==> src/ipk_pkg.sv <==
// Purpose: shared constants and types of the interrupt priority and edge test block
// Assumes: 8-bit register port, one clock
// Notes:   source index 0 has the highest default precedence
package ipk_pkg;

    localparam int NSRC = 5;
    localparam int NKEY = 8;

    // request source indices, in default precedence order
    localparam logic [2:0] SRC_BT   = 3'h0;
    localparam logic [2:0] SRC_EXT4 = 3'h1;
    localparam logic [2:0] SRC_EXT0 = 3'h2;
    localparam logic [2:0] SRC_CSI  = 3'h3;
    localparam logic [2:0] SRC_T0   = 3'h4;

    // register offsets
    localparam logic [3:0] A_REQ  = 4'h0;
    localparam logic [3:0] A_EN   = 4'h1;
    localparam logic [3:0] A_CTRL = 4'h2;
    localparam logic [3:0] A_STAT = 4'h3;
    localparam logic [3:0] A_RET  = 4'h4;
    localparam logic [3:0] A_ESEL = 4'h5;
    localparam logic [3:0] A_TEST = 4'h6;
    localparam logic [3:0] A_IST  = 4'h7;
    localparam logic [3:0] A_IMSK = 4'h8;

    // field positions
    localparam int CTRL_IME  = 0;
    localparam int CTRL_HPV  = 1;
    localparam int CTRL_HPLO = 2;
    localparam int TEST_REQ  = 0;
    localparam int TEST_EN   = 1;
    localparam int EV_TAKE   = 0;
    localparam int EV_EDGE   = 1;

    // reset values
    localparam logic [4:0] RST_REQ  = 5'h00;
    localparam logic [4:0] RST_EN   = 5'h00;
    localparam logic [4:0] RST_CTRL = 5'h00;
    localparam logic [3:0] RST_ESEL = 4'h0;
    localparam logic [1:0] RST_EV   = 2'h0;

    // in-service level, gray along 0 -> 1 -> 2
    typedef enum logic [1:0] {
        LVL0 = 2'b00,
        LVL1 = 2'b01,
        LVL2 = 2'b11
    } ipk_lvl_t;

    // arbitration result
    typedef struct packed {
        logic       take;
        logic [2:0] id;
        logic       hp;
    } ipk_grant_t;

endpackage

==> src/ipk_sync.sv <==
// Purpose: two-stage synchroniser with one previous sample per bit
// Assumes: inputs asynchronous to clk
// Notes:   the first stage feeds only the second stage
`timescale 1ns/1ps
`default_nettype none
module ipk_sync #(
    parameter int W = 1
) (
    input  wire logic         clk,
    input  wire logic         rst_n,
    input  wire logic [W-1:0] din,
    output logic      [W-1:0] dsync,
    output logic      [W-1:0] dprev
);
    logic [W-1:0] meta_ff;
    logic [W-1:0] sync_ff;
    logic [W-1:0] prev_ff;

    ////////////////////////////////////////////////////////////////
    // two flops then one history flop per bit
    always_ff @(posedge clk) begin
        if (!rst_n) begin
            meta_ff <= '0;
            sync_ff <= '0;
            prev_ff <= '0;
        end else begin
            meta_ff <= din;
            sync_ff <= meta_ff;
            prev_ff <= sync_ff;
        end
    end

    assign dsync = sync_ff;
    assign dprev = prev_ff;
endmodule
`default_nettype wire

==> src/ipk_arb.sv <==
// Purpose: picks the request to service from pending flags and nesting state
// Assumes: pending already gated by enables and master enable
// Notes:   purely combinational
`timescale 1ns/1ps
`default_nettype none
module ipk_arb
    import ipk_pkg::*;
(
    input  wire logic [NSRC-1:0] pending,
    input  wire logic            hp_valid,
    input  wire logic [2:0]      hp_idx,
    input  wire ipk_lvl_t        level,
    input  wire logic            hp_run,
    output ipk_grant_t           grant
);
    logic [NSRC-1:0] hp_mask;
    logic [NSRC-1:0] allowed;
    logic [NSRC-1:0] hp_pend;

    ////////////////////////////////////////////////////////////////
    // one-hot of the designated source
    genvar g;
    generate
        for (g = 0; g < NSRC; g++) begin : g_hp
            assign hp_mask[g] = hp_valid && (hp_idx == 3'(g));
        end
    endgenerate

    // level 0 takes all, level 1 under a lower routine only the designated one
    assign allowed = (level == LVL0) ? pending :
                     (level == LVL1 && !hp_run) ? (pending & hp_mask) : '0;
    assign hp_pend = allowed & hp_mask;

    // designated source first, then lowest index
    always_comb begin
        grant = '0;
        if (|hp_pend) begin
            grant.take = 1'b1;
            grant.id   = hp_idx;
            grant.hp   = 1'b1;
        end else begin
            for (int i = NSRC - 1; i >= 0; i--) begin
                if (allowed[i]) begin
                    grant.take = 1'b1;
                    grant.id   = 3'(i);
                end
            end
        end
    end
endmodule
`default_nettype wire

==> src/ipk_top.sv <==
// Purpose: interrupt acceptance, precedence, nesting and the edge test source
// Assumes: peripheral request pulses on clk; edge and key pins asynchronous
// Notes:   register port answers reads one cycle later, never stalls
`timescale 1ns/1ps
`default_nettype none
// Behaviour
// - priority select names one higher source; same write may set master enable.
// - taking a lower request raises level to 1, only higher source may nest.
// - higher source during level 1 nests, level becomes 2, all blocked.
// - return command lowers the in-service level by one.
// - software clearing the low status bit drops level 1 to 0.
// - flags set while disabled stay pending until master enable returns.
// - simultaneous lower requests: higher precedence first, other stays pending.
// - lower request during higher routine waits pending.
// - after higher routine, pending served in precedence order, serial before timer.
// - edge test flag set by hardware, cleared only by software write.
// - standby release only while edge test flag and its enable are both 1.
// - edge test flag from edge pin rising or key falling, by select.
// - in key mode select picks keys; falling edge on any sets flag.
// - edge select is 4 bits, whole-nibble write, resets to pin rising mode.
// - while a selected key is low, other key falls do not set flag.
// - software-set request flag behaves as a hardware-set one, but loses to a same-cycle accept.
module ipk_top
    import ipk_pkg::*;
(
    input  wire logic            clk,
    input  wire logic            rst_n,
    input  wire logic [3:0]      reg_addr,
    input  wire logic [7:0]      reg_wdata,
    input  wire logic            reg_wr,
    input  wire logic            reg_rd,
    output logic      [7:0]      reg_rdata,
    input  wire logic [NSRC-1:0] hw_req,
    input  wire logic            edge_pin,
    input  wire logic [NKEY-1:0] key_pins,
    output logic                 service_take,
    output logic      [2:0]      service_id,
    output logic      [1:0]      in_service_level,
    output logic                 standby_release,
    output logic                 irq
);
    logic [NSRC-1:0] req_ff;
    logic [NSRC-1:0] nxt_req;
    logic [NSRC-1:0] en_ff;
    logic [4:0]      ctrl_ff;
    logic [4:0]      nxt_ctrl;
    logic [3:0]      esel_ff;
    logic [3:0]      nxt_esel;
    logic            treq_ff;
    logic            nxt_treq;
    logic            ten_ff;
    ipk_lvl_t        lvl_ff;
    ipk_lvl_t        nxt_lvl;
    logic            hp_run_ff;
    logic            hp_low_ff;
    logic            nxt_hp_run;
    logic            nxt_hp_low;
    logic [1:0]      ev_ff;
    logic [1:0]      nxt_ev;
    logic [1:0]      imsk_ff;
    logic [7:0]      rdata_ff;
    logic [7:0]      nxt_rdata;
    logic            take_ff;
    logic [2:0]      id_ff;
    logic            rel_ff;
    logic            irq_ff;
    logic [1:0]      lvl_num;

    ////////////////////////////////////////////////////////////////
    // address decode
    wire wr_req  = reg_wr && (reg_addr == A_REQ);
    wire wr_en   = reg_wr && (reg_addr == A_EN);
    wire wr_ctrl = reg_wr && (reg_addr == A_CTRL);
    wire wr_stat = reg_wr && (reg_addr == A_STAT);
    wire wr_ret  = reg_wr && (reg_addr == A_RET);
    wire wr_esel = reg_wr && (reg_addr == A_ESEL);
    wire wr_test = reg_wr && (reg_addr == A_TEST);
    wire wr_imsk = reg_wr && (reg_addr == A_IMSK);
    wire rd_ist  = reg_rd && (reg_addr == A_IST);

    ////////////////////////////////////////////////////////////////
    // pin synchronisers and edge detection
    logic            pin_s;
    logic            pin_p;
    logic [NKEY-1:0] key_s;
    logic [NKEY-1:0] key_p;

    ipk_sync #(.W(1)) u_pin_sync (
        .clk   (clk),
        .rst_n (rst_n),
        .din   (edge_pin),
        .dsync (pin_s),
        .dprev (pin_p)
    );

    ipk_sync #(.W(NKEY)) u_key_sync (
        .clk   (clk),
        .rst_n (rst_n),
        .din   (key_pins),
        .dsync (key_s),
        .dprev (key_p)
    );

    // key selection: value n picks keys 0..n-1, 8 or more picks all
    logic [NKEY-1:0] key_sel;
    genvar k;
    generate
        for (k = 0; k < NKEY; k++) begin : g_ksel
            assign key_sel[k] = (esel_ff > 4'(k));
        end
    endgenerate

    // selected keys combine as a wired-and, so a held low masks others
    wire key_and_now  = &(key_s | ~key_sel);
    wire key_and_prev = &(key_p | ~key_sel);
    wire key_mode     = (esel_ff != RST_ESEL);
    wire pin_rise     = pin_s && !pin_p;
    wire key_fall     = key_and_prev && !key_and_now;
    wire test_set     = key_mode ? key_fall : pin_rise;

    ////////////////////////////////////////////////////////////////
    // arbitration
    wire             ime      = ctrl_ff[CTRL_IME];
    wire             hp_valid = ctrl_ff[CTRL_HPV];
    wire [2:0]       hp_idx   = ctrl_ff[CTRL_HPLO +: 3];
    // no accept in a cycle that returns or clears status, so that
    // neither level step is lost under a fresh accept
    wire             lvl_step = wr_ret || wr_stat;
    wire [NSRC-1:0]  pending  = (ime && !lvl_step) ? (req_ff & en_ff) : '0;
    ipk_grant_t      grant;

    ipk_arb u_arb (
        .pending  (pending),
        .hp_valid (hp_valid),
        .hp_idx   (hp_idx),
        .level    (lvl_ff),
        .hp_run   (hp_run_ff),
        .grant    (grant)
    );

    // a grant acks its own flag; a hardware set in the same cycle wins
    wire [NSRC-1:0] ack = grant.take ? (NSRC'(1) << grant.id) : '0;
    wire [NSRC-1:0] req_base = wr_req ? reg_wdata[NSRC-1:0] : req_ff;

    always_comb begin
        nxt_req = (req_base & ~ack) | hw_req;
    end

    ////////////////////////////////////////////////////////////////
    // control register: master enable and designated source together
    always_comb begin
        nxt_ctrl = wr_ctrl ? reg_wdata[4:0] : ctrl_ff;
    end

    // edge select takes the whole nibble at once
    always_comb begin
        nxt_esel = wr_esel ? reg_wdata[3:0] : esel_ff;
    end

    // test flag: hardware only sets, software write may clear
    always_comb begin
        nxt_treq = (wr_test ? reg_wdata[TEST_REQ] : treq_ff) | test_set;
    end

    ////////////////////////////////////////////////////////////////
    // in-service level stepping
    always_comb begin
        nxt_lvl    = lvl_ff;
        nxt_hp_run = hp_run_ff;
        nxt_hp_low = hp_low_ff;
        if (grant.take) begin
            case (lvl_ff)
                LVL0: begin
                    nxt_lvl    = LVL1;
                    nxt_hp_run = grant.hp;
                    nxt_hp_low = 1'b0;
                end
                LVL1: begin
                    nxt_lvl    = LVL2;
                    nxt_hp_low = hp_run_ff;
                    nxt_hp_run = 1'b1;
                end
                default: begin
                    nxt_lvl = lvl_ff;
                end
            endcase
        end else if (wr_ret) begin
            case (lvl_ff)
                LVL2: begin
                    nxt_lvl    = LVL1;
                    nxt_hp_run = hp_low_ff;
                    nxt_hp_low = 1'b0;
                end
                LVL1: begin
                    nxt_lvl    = LVL0;
                    nxt_hp_run = 1'b0;
                end
                default: begin
                    nxt_lvl = LVL0;
                end
            endcase
        end else if (wr_stat && !reg_wdata[0] && lvl_ff == LVL1) begin
            nxt_lvl    = LVL0;
            nxt_hp_run = 1'b0;
        end
    end

    // numeric view of the level
    always_comb begin
        case (nxt_lvl)
            LVL0:    lvl_num = 2'h0;
            LVL1:    lvl_num = 2'h1;
            LVL2:    lvl_num = 2'h2;
            default: lvl_num = 2'h0;
        endcase
    end

    ////////////////////////////////////////////////////////////////
    // interrupt events: set wins over the read clear
    wire [1:0] ev_set = {test_set && !treq_ff, grant.take};

    always_comb begin
        nxt_ev = (rd_ist ? 2'h0 : ev_ff) | ev_set;
    end

    ////////////////////////////////////////////////////////////////
    // read mux
    always_comb begin
        nxt_rdata = 8'h00;
        if (reg_rd) begin
            case (reg_addr)
                A_REQ:   nxt_rdata = {3'h0, req_ff};
                A_EN:    nxt_rdata = {3'h0, en_ff};
                A_CTRL:  nxt_rdata = {3'h0, ctrl_ff};
                A_STAT:  nxt_rdata = {6'h00, in_service_level};
                A_ESEL:  nxt_rdata = {4'h0, esel_ff};
                A_TEST:  nxt_rdata = {6'h00, ten_ff, treq_ff};
                A_IST:   nxt_rdata = {6'h00, ev_ff};
                A_IMSK:  nxt_rdata = {6'h00, imsk_ff};
                default: nxt_rdata = 8'h00;
            endcase
        end
    end

    ////////////////////////////////////////////////////////////////
    // next values of the plain registers and of the output flops
    // one next value per register keeps the clocked blocks to plain copies
    logic [NSRC-1:0] nxt_en;
    logic            nxt_ten;
    logic [1:0]      nxt_imsk;
    logic [2:0]      nxt_id;
    logic            nxt_rel;
    logic            nxt_irq;

    assign nxt_en   = wr_en ? reg_wdata[NSRC-1:0] : en_ff;
    assign nxt_ten  = wr_test ? reg_wdata[TEST_EN] : ten_ff;
    assign nxt_imsk = wr_imsk ? reg_wdata[1:0] : imsk_ff;
    // service_id holds the last accepted source until the next accept
    assign nxt_id   = grant.take ? grant.id : id_ff;
    // release follows the flag and enable as they will be after this edge
    assign nxt_rel  = nxt_treq && nxt_ten;
    assign nxt_irq  = |(nxt_ev & imsk_ff);

    ////////////////////////////////////////////////////////////////
    // request, enable and control state
    always_ff @(posedge clk) begin
        if (!rst_n) begin
            req_ff  <= RST_REQ;
            en_ff   <= RST_EN;
            ctrl_ff <= RST_CTRL;
            esel_ff <= RST_ESEL;
        end else begin
            req_ff  <= nxt_req;
            en_ff   <= nxt_en;
            ctrl_ff <= nxt_ctrl;
            esel_ff <= nxt_esel;
        end
    end

    // edge test source state
    always_ff @(posedge clk) begin
        if (!rst_n) begin
            treq_ff <= 1'b0;
            ten_ff  <= 1'b0;
        end else begin
            treq_ff <= nxt_treq;
            ten_ff  <= nxt_ten;
        end
    end

    // nesting state
    always_ff @(posedge clk) begin
        if (!rst_n) begin
            lvl_ff    <= LVL0;
            hp_run_ff <= 1'b0;
            hp_low_ff <= 1'b0;
        end else begin
            lvl_ff    <= nxt_lvl;
            hp_run_ff <= nxt_hp_run;
            hp_low_ff <= nxt_hp_low;
        end
    end

    // status and mask of the interrupt output
    always_ff @(posedge clk) begin
        if (!rst_n) begin
            ev_ff   <= RST_EV;
            imsk_ff <= RST_EV;
        end else begin
            ev_ff   <= nxt_ev;
            imsk_ff <= nxt_imsk;
        end
    end

    ////////////////////////////////////////////////////////////////
    // registered outputs
    always_ff @(posedge clk) begin
        if (!rst_n) begin
            rdata_ff         <= 8'h00;
            take_ff          <= 1'b0;
            id_ff            <= 3'h0;
            in_service_level <= 2'h0;
            rel_ff           <= 1'b0;
            irq_ff           <= 1'b0;
        end else begin
            rdata_ff         <= nxt_rdata;
            take_ff          <= grant.take;
            id_ff            <= nxt_id;
            in_service_level <= lvl_num;
            rel_ff           <= nxt_rel;
            irq_ff           <= nxt_irq;
        end
    end

    assign reg_rdata       = rdata_ff;
    assign service_take    = take_ff;
    assign service_id      = id_ff;
    assign standby_release = rel_ff;
    assign irq             = irq_ff;
endmodule
`default_nettype wire

==> config.mk <==
export PLATFORM = sky130hd
export DESIGN_NAME = ipk_top
export DESIGN_NICKNAME = d
export VERILOG_FILES = /design/src/ipk_pkg.sv /design/src/ipk_sync.sv /design/src/ipk_arb.sv /design/src/ipk_top.sv
export SDC_FILE = /design/constraint.sdc
export NUM_CORES = 1
export LEC_CHECK = 0
export ABC_AREA = 1
export BUFFER_PORTS_ARGS = -buffer_cell sky130_fd_sc_hd__buf_2
export CAP_MARGIN = 25
export CELL_PAD_IN_SITES_DETAIL_PLACEMENT = 0
export CELL_PAD_IN_SITES_GLOBAL_PLACEMENT = 1
export CORE_MARGIN = 3
export CORE_UTILIZATION = 37
export DETAILED_ROUTE_END_ITERATION = 12
export PLACE_DENSITY = 0.74
export SETUP_SLACK_MARGIN = 0.05
export SLEW_MARGIN = 30
export SYNTH_ARGS = -nofsm -noshare
export SYNTH_HDL_FRONTEND = slang
export SYNTH_SLANG_ARGS = --single-unit
==> constraint.sdc <==
create_clock -name clk -period 1.7 [get_ports clk]
set_input_delay 0.34 -clock clk [delete_from_list [all_inputs] [get_ports clk]]
set_output_delay 0.34 -clock clk [all_outputs]
set_load 0.1 [all_outputs]
==> results.py, run 1 <==
metrics = {
    "run_status": {
        "status": "complete, but fails checks",
        "violations": "negative setup slack",
    },
    "timing": {
        "hold_violations": 0,
        "setup_slack_ps": -79.9,
        "drv_slew": 0,
        "final.period_utilization_pct": 105,
        "setup_viol": 7,
        "min_period_ps": 1780,
        "clock_skew_ps": 10.2,
        "fmax_mhz": 562,
        "rsz0062_at_grt": "yes",
    },
    "clocking": {
        "cts_tree": "yes",
        "clk_pin_slew_ps": 90,
        "clk_path_buf_depth": 2,
        "numCtsBuffers": 9,
        "htreeDepth": 3,
        "cts.sinks": 69,
        "cts-root-buf": "clkbuf_8",
        "clk_latency_ps": 360,
    },
    "synthesis": {
        "yosys_register_bits": 69,
        "async_reset_ff_share_pct": 0,
        "netlist_area_um2": 3180,
        "synthFlopType": "dfxtp_1",
        "yosysWarnings": 0,
        "seq_area_frac_synth_pct": 43.4,
        "synth_edf_count": 0,
        "synthDistinctLibCells": 38,
        "synth_cells": 443,
        "avgSynthCellArea_um2": 7.18,
    },
    "finish": {
        "finalNetCount": 572,
        "drive_gt1_share_pct": 38.4,
        "diodes": 0,
        "seqCellArea_um2": 1400,
        "fillers": 822,
        "multi_input_area_um2": 1620,
        "final_common_cell": "nand2_1",
        "stdcell_count": 652,
        "final_cell_mix": "103 x nand2_1, 65 x inv_1, 61 x dfxtp_1",
        "area_growth_pct": 36.5,
    },
    "grt": {
        "grt_pass1_wl_um": 13900,
        "grt_use_total_pct": 18.0,
        "grt_overflow": 0,
        "grt_max_degree": 24,
        "antenna_found_initial": 0,
        "grt_pass1_vias": 2909,
    },
    "worst_setup_path": {
        "worstSetupEndpointType": "flip-flop",
        "crit_start": "lvl_ff[1]",
        "endpoint": "req_ff[4]",
        "crit_required_ps": 1950,
        "worstPathArrival_ps": 2030,
        "rr_worst_depth": 12,
        "crit_type": "reg -> reg",
        "cp_max_fo": 5,
        "critPathLaunchType": "flip-flop",
        "rr_endpoint": "req_ff[4]",
        "r2r_slack_ps": -80,
        "r2r-start": "lvl_ff[1]",
    },
    "detailed_routing": {
        "first_pass_iters": 4,
        "wirelength_um": 8400,
        "first_iter_violations": 152,
        "viasPerCell": 4.65,
        "wire_per_inst_um": 12.9,
        "vias": 3029,
        "ant_nets": 0,
        "drc": 0,
    },
    "floorplan": {
        "die_y_um": 98.7,
        "initial_core_util_pct": 38.3,
        "rows": 33,
        "die_area_um2": 9750,
        "core_area_um2": 8300,
        "ios": 46,
        "die-width_um": 98.7,
    },
    "job": {
        "max_cap_viol_count": 0,
    },
    "pwr": {
        "max-vdd-ir-drop_uv": 449,
        "total_power_uw": 3590,
        "power.leakage_uw": 0.00218,
        "powerDensity_nw_per_um2": 826,
    },
    "place": {
        "dp_hpwl_um": 6300,
        "portBuffers": 39,
        "gp_congestion": 0.817,
        "dp.cells": 628,
    },
    "hold_path": {
        "hold_class": "in -> reg",
    },
}
## critical path, cell delays in order, from the launching register on
cell     delay (ps)
dfxtp_2         340
inv_4            80
nand2_4          60
nor2_4          210
nand2_2         110
a21oi_4         160
nand4_1         100
nor2_1          120
nand3_1         100
nand2_2         100
buf_4           130
nor2_2           30
o21a_1          160
## where the power goes
group / switching [uW] / leakage, uW / total, uW / internal, uW
Clock: 698 / 0.000115 / 1540 / 846
Sequential: 27.2 / 0.000568 / 1690 / 1660
Combinational: 221 / 0.00150 / 353 / 132
Total: 946 / 0.00218 / 3590 / 2640
## how the worst min path moves through the flow
stage | start | endpoint | cells after the start
2_1_floorplan | u_key_sync.meta_ff[0] | u_key_sync.dsync[0] | 2
3_3_place_gp | u_key_sync.meta_ff[5] | u_key_sync.dsync[5] | 2
3_5_place_dp | u_key_sync.meta_ff[4] | u_key_sync.dsync[4] | 2
4_1_cts | key_pins[2] | u_key_sync.meta_ff[2] | 3
5_1_grt | key_pins[4] | u_key_sync.meta_ff[4] | 3
6_report | key_pins[2] | u_key_sync.meta_ff[2] | 3
## routing by layer
layer  track usage [%]  up-vias  share of wire (%)
met3              4.03       16                3.6
met4              6.93        0                1.8
met5                 0        -                  0
met1              25.0     1373                 50
met2              27.3       51                 45
li1                  -     1589                  -
## cells by family (layout without fill, tap and decap cells)
| family | after synthesis | count (layout) | synth area share (%) |
|---|---|---|---|
| buf+inv | 92 | 194 | 11.4 |
| other cells | 1 | 3 | 0.118 |
| simple gates | 208 | 208 | 31.4 |
| compound gates | 73 | 73 | 13.6 |
| flops | 69 | 69 | 43.4 |
## repair_timing
action                     CTS  global route
hold buffers                 0             0
pin swaps                   10            18
setup buffers                3             5
setup endpoints to repair   14            20
gates cloned                 0             0
resized for setup           36            40
## state kept, by name, indices dropped and copies added (netlist names), 2 cells and up
name	count
reg_rdata	5
ev_ff	2
u_key_sync.meta_ff	8
lvl_ff	2
in_service_level	2
u_key_sync.dprev	8
ctrl_ff	5
u_key_sync.dsync	8
imsk_ff	2
service_id	3
en_ff	5
esel_ff	4
req_ff	5
## cell usage after synthesis, types with 4 or more instances
cell type / n / area (um2)
nand3_1: 12 / 60.1
nor3_1: 6 / 30.0
a221oi_1: 5 / 43.8
a21oi_2: 4 / 35.0
nand3_2: 4 / 40.0
inv_1: 74 / 278
dfxtp_1: 69 / 1380
nand2_2: 4 / 25.0
clkbuf_1: 7 / 26.3
nor2_1: 32 / 120
a21oi_1: 27 / 135
inv_2: 6 / 22.5
o22ai_1: 7 / 43.8
o21ai_0: 20 / 100
nand4_1: 5 / 31.3
nor2_2: 6 / 37.5
nand3_4: 4 / 70.1
nand2_1: 121 / 454
## cell type report
cell class,count,share of cell area (%)
clock buffer,9,2.85
clock inverter,7,2.39
inverter,82,7.35
multi-input combinational,284,37.3
sequential,69,32.2
tap,105,3.03
timing repair buffer,96,14.9
## through the flow
| step | area, um2 | setup WS [ps] | hold slack [ps] | util, % | setup TNS [ps] |
|---|---|---|---|---|---|
| CTS | 4190 | -22.4 | 134 | 50.4 | -46.8 |
| detailed placement | 3850 | -155 | 397 | 46.4 | -1170 |
| floorplan | 3190 | 116 | 390 | - | 0 |
| global route | 4340 | -223 | 152 | 52.3 | -2070 |
| finish | 4340 | -79.9 | 157 | 52.3 | -471 |
| global placement | 3850 | -182 | 393 | 46.4 | -1060 |
Power figures use the tool's default switching activity.
==> run 2: changes to the inputs <==
Settings changed: CORE_UTILIZATION 37 to 41, PLACE_DENSITY 0.74 to 0.78, SKIP_CTS_REPAIR_TIMING from default to 1.
Clock period 1.7 ns to 1.84 ns, I/O delays scaled along.
==> run 2 against run 1 <==
  * The run now ends clean
  * Via count shrank 3.3%
  * Register-to-register slack gained 100 ps
  * Sequential share of layout area grew 2.2 points
  * Critical path type unchanged
==> results.py, run 2 (synthesized netlist as in run 1, its figures left out) <==
metrics = {
    "hold_path": {
        "hold_class": "in -> reg",
        "min-delay-start": "key_pins[1]",
        "holdPathEnd": "u_key_sync.meta_ff[1]",
        "hold_depth": 3,
    },
    "floorplan": {
        "die-width_um": 94.1,
        "ios": 46,
        "die_y_um": 94.1,
        "initial_core_util_pct": 42.9,
        "rows": 31,
        "core_area_um2": 7410,
        "die_area_um2": 8850,
    },
    "run_status": {
        "status": "finished, final reports clean",
    },
    "pwr": {
        "total_power_uw": 3080,
        "max-vdd-ir-drop_uv": 539,
        "power.leakage_uw": 0.00202,
        "powerDensity_nw_per_um2": 763,
    },
    "worst_setup_path": {
        "worstPathArrival_ps": 2020,
        "crit_required_ps": 2050,
        "rr_endpoint": "req_ff[0]",
        "crit_type": "reg -> reg",
        "r2r-start": "lvl_ff[1]",
        "critPathLaunchType": "flip-flop",
        "cp_max_fo": 5,
        "r2r_slack_ps": 20,
        "worstSetupEndpointType": "flip-flop",
        "rr_worst_depth": 14,
    },
    "detailed_routing": {
        "ant_nets": 0,
        "viasPerCell": 4.69,
        "first_iter_violations": 139,
        "drc": 0,
        "vias": 2928,
        "wirelength_um": 7840,
        "first_pass_iters": 4,
        "wire_per_inst_um": 12.6,
    },
    "place": {
        "dpl-instance-area_um2": 3650,
        "gp_congestion": 0.922,
        "portBuffers": 39,
        "dp_hpwl_um": 5730,
    },
    "finish": {
        "fin_util_pct": 54.6,
        "area_growth_pct": 27.0,
        "finalNetCount": 550,
        "final_common_cell": "nand2_1",
        "final_cell_area_um2": 4040,
        "fillers": 732,
        "drive_gt1_share_pct": 31.4,
        "final_cell_mix": "113 x nand2_1, 66 x inv_1, 62 x dfxtp_1",
        "diodes": 0,
    },
    "timing": {
        "max_slew_margin_pct": 63.1,
        "fmax_mhz": 550,
        "rsz0062_at_grt": "yes",
        "setup_viol": 0,
        "final.period_utilization_pct": 98.8,
        "drv_slew": 0,
        "whs_ps": 202,
        "fin_setup_tns_ps": 0,
        "hold_violations": 0,
        "worst_slew_pin_slew_ps": 553,
        "clock_skew_ps": 9.52,
        "min_period_ps": 1820,
    },
    "clocking": {
        "clk_path_buf_depth": 2,
        "numCtsBuffers": 9,
        "htreeDepth": 3,
        "cts.sinks": 69,
        "clk_pin_slew_ps": 70,
        "cts_tree": "yes",
        "cts-root-buf": "clkbuf_8",
        "clk_latency_ps": 340,
    },
    "job": {
        "max_cap_viol_count": 0,
    },
    "grt": {
        "antenna_found_initial": 0,
        "grt_max_degree": 24,
        "grt_pass1_wl_um": 12500,
        "grt_overflow": 0,
        "grt_use_total_pct": 18.2,
        "grt_pass1_vias": 2643,
    },
}
[run 2: cell count changes in the layout (fill, tap and decap cells not counted), moves of 5 or more]
cell / change
nand2_2: -10
nand2_1: +10
buf_4: -19
nor2_2: -5
[run 2: worst max-delay path by stage]
stage | depth (start not counted) | start | end | slack, ps
2_1_floorplan | 11 | reg_addr[2] | hp_run_ff | 230
3_3_place_gp | 11 | reg_addr[1] | req_ff[3] | -70
3_5_place_dp | 15 | reg_addr[0] | req_ff[0] | -60
4_1_cts | 15 | ctrl_ff[3] | req_ff[0] | -20
5_1_grt | 15 | lvl_ff[1] | req_ff[0] | -90
6_report | 14 | lvl_ff[1] | req_ff[0] | 20
[run 2: worst max-delay path, stage by stage, from the launching register on]
cell,delay [ps]
dfxtp_2,340
inv_4,80
nand2_4,60
nor2_4,190
nand2_2,90
a21oi_4,200
nand3_2,140
inv_2,70
nor2_2,40
nand3_1,70
nand2_2,90
nor2_1,110
nand2_1,80
nand2_2,70
a21oi_2,50
[run 2: power by group]
group,internal [uW],leakage (uW),switching [uW]
clock,657,0.0000943,564
combinational,103,0.00136,193
sequential,1540,0.000567,24.6
total,2300,0.00202,782
[run 2: per-layer routing]
metal  vias up  track usage [%]  share of wire (%)  routed length [um]
met1      1305             25.7                 49                3880
li1       1544                -                  -                   -
met4         0             5.66                1.0                  80
met2        70             26.6                 44                3420
met3         9             5.45                5.9                 463
met5         -                0                  0                   0
[run 2: layout make-up]
class                           instances  area (um2)  share of cell area (%)
Multi-Input combinational cell        284        1550                    38.3
Sequential cell                        69        1390                    34.5
Timing Repair Buffer                   74         462                    11.4
Inverter                               82         317                    7.83
Clock buffer                           10         138                    3.41
Tap cell                               99         124                    3.07
Clock inverter                          6        62.6                    1.55
[run 2: metrics by stage]
stage,instances,worst slack (ps)
after detailed placement,598,-62.4
after floorplan,445,228
final,624,21.6
after global routing,624,-94.1
after CTS,614,-23.7
after global placement,598,-66.9
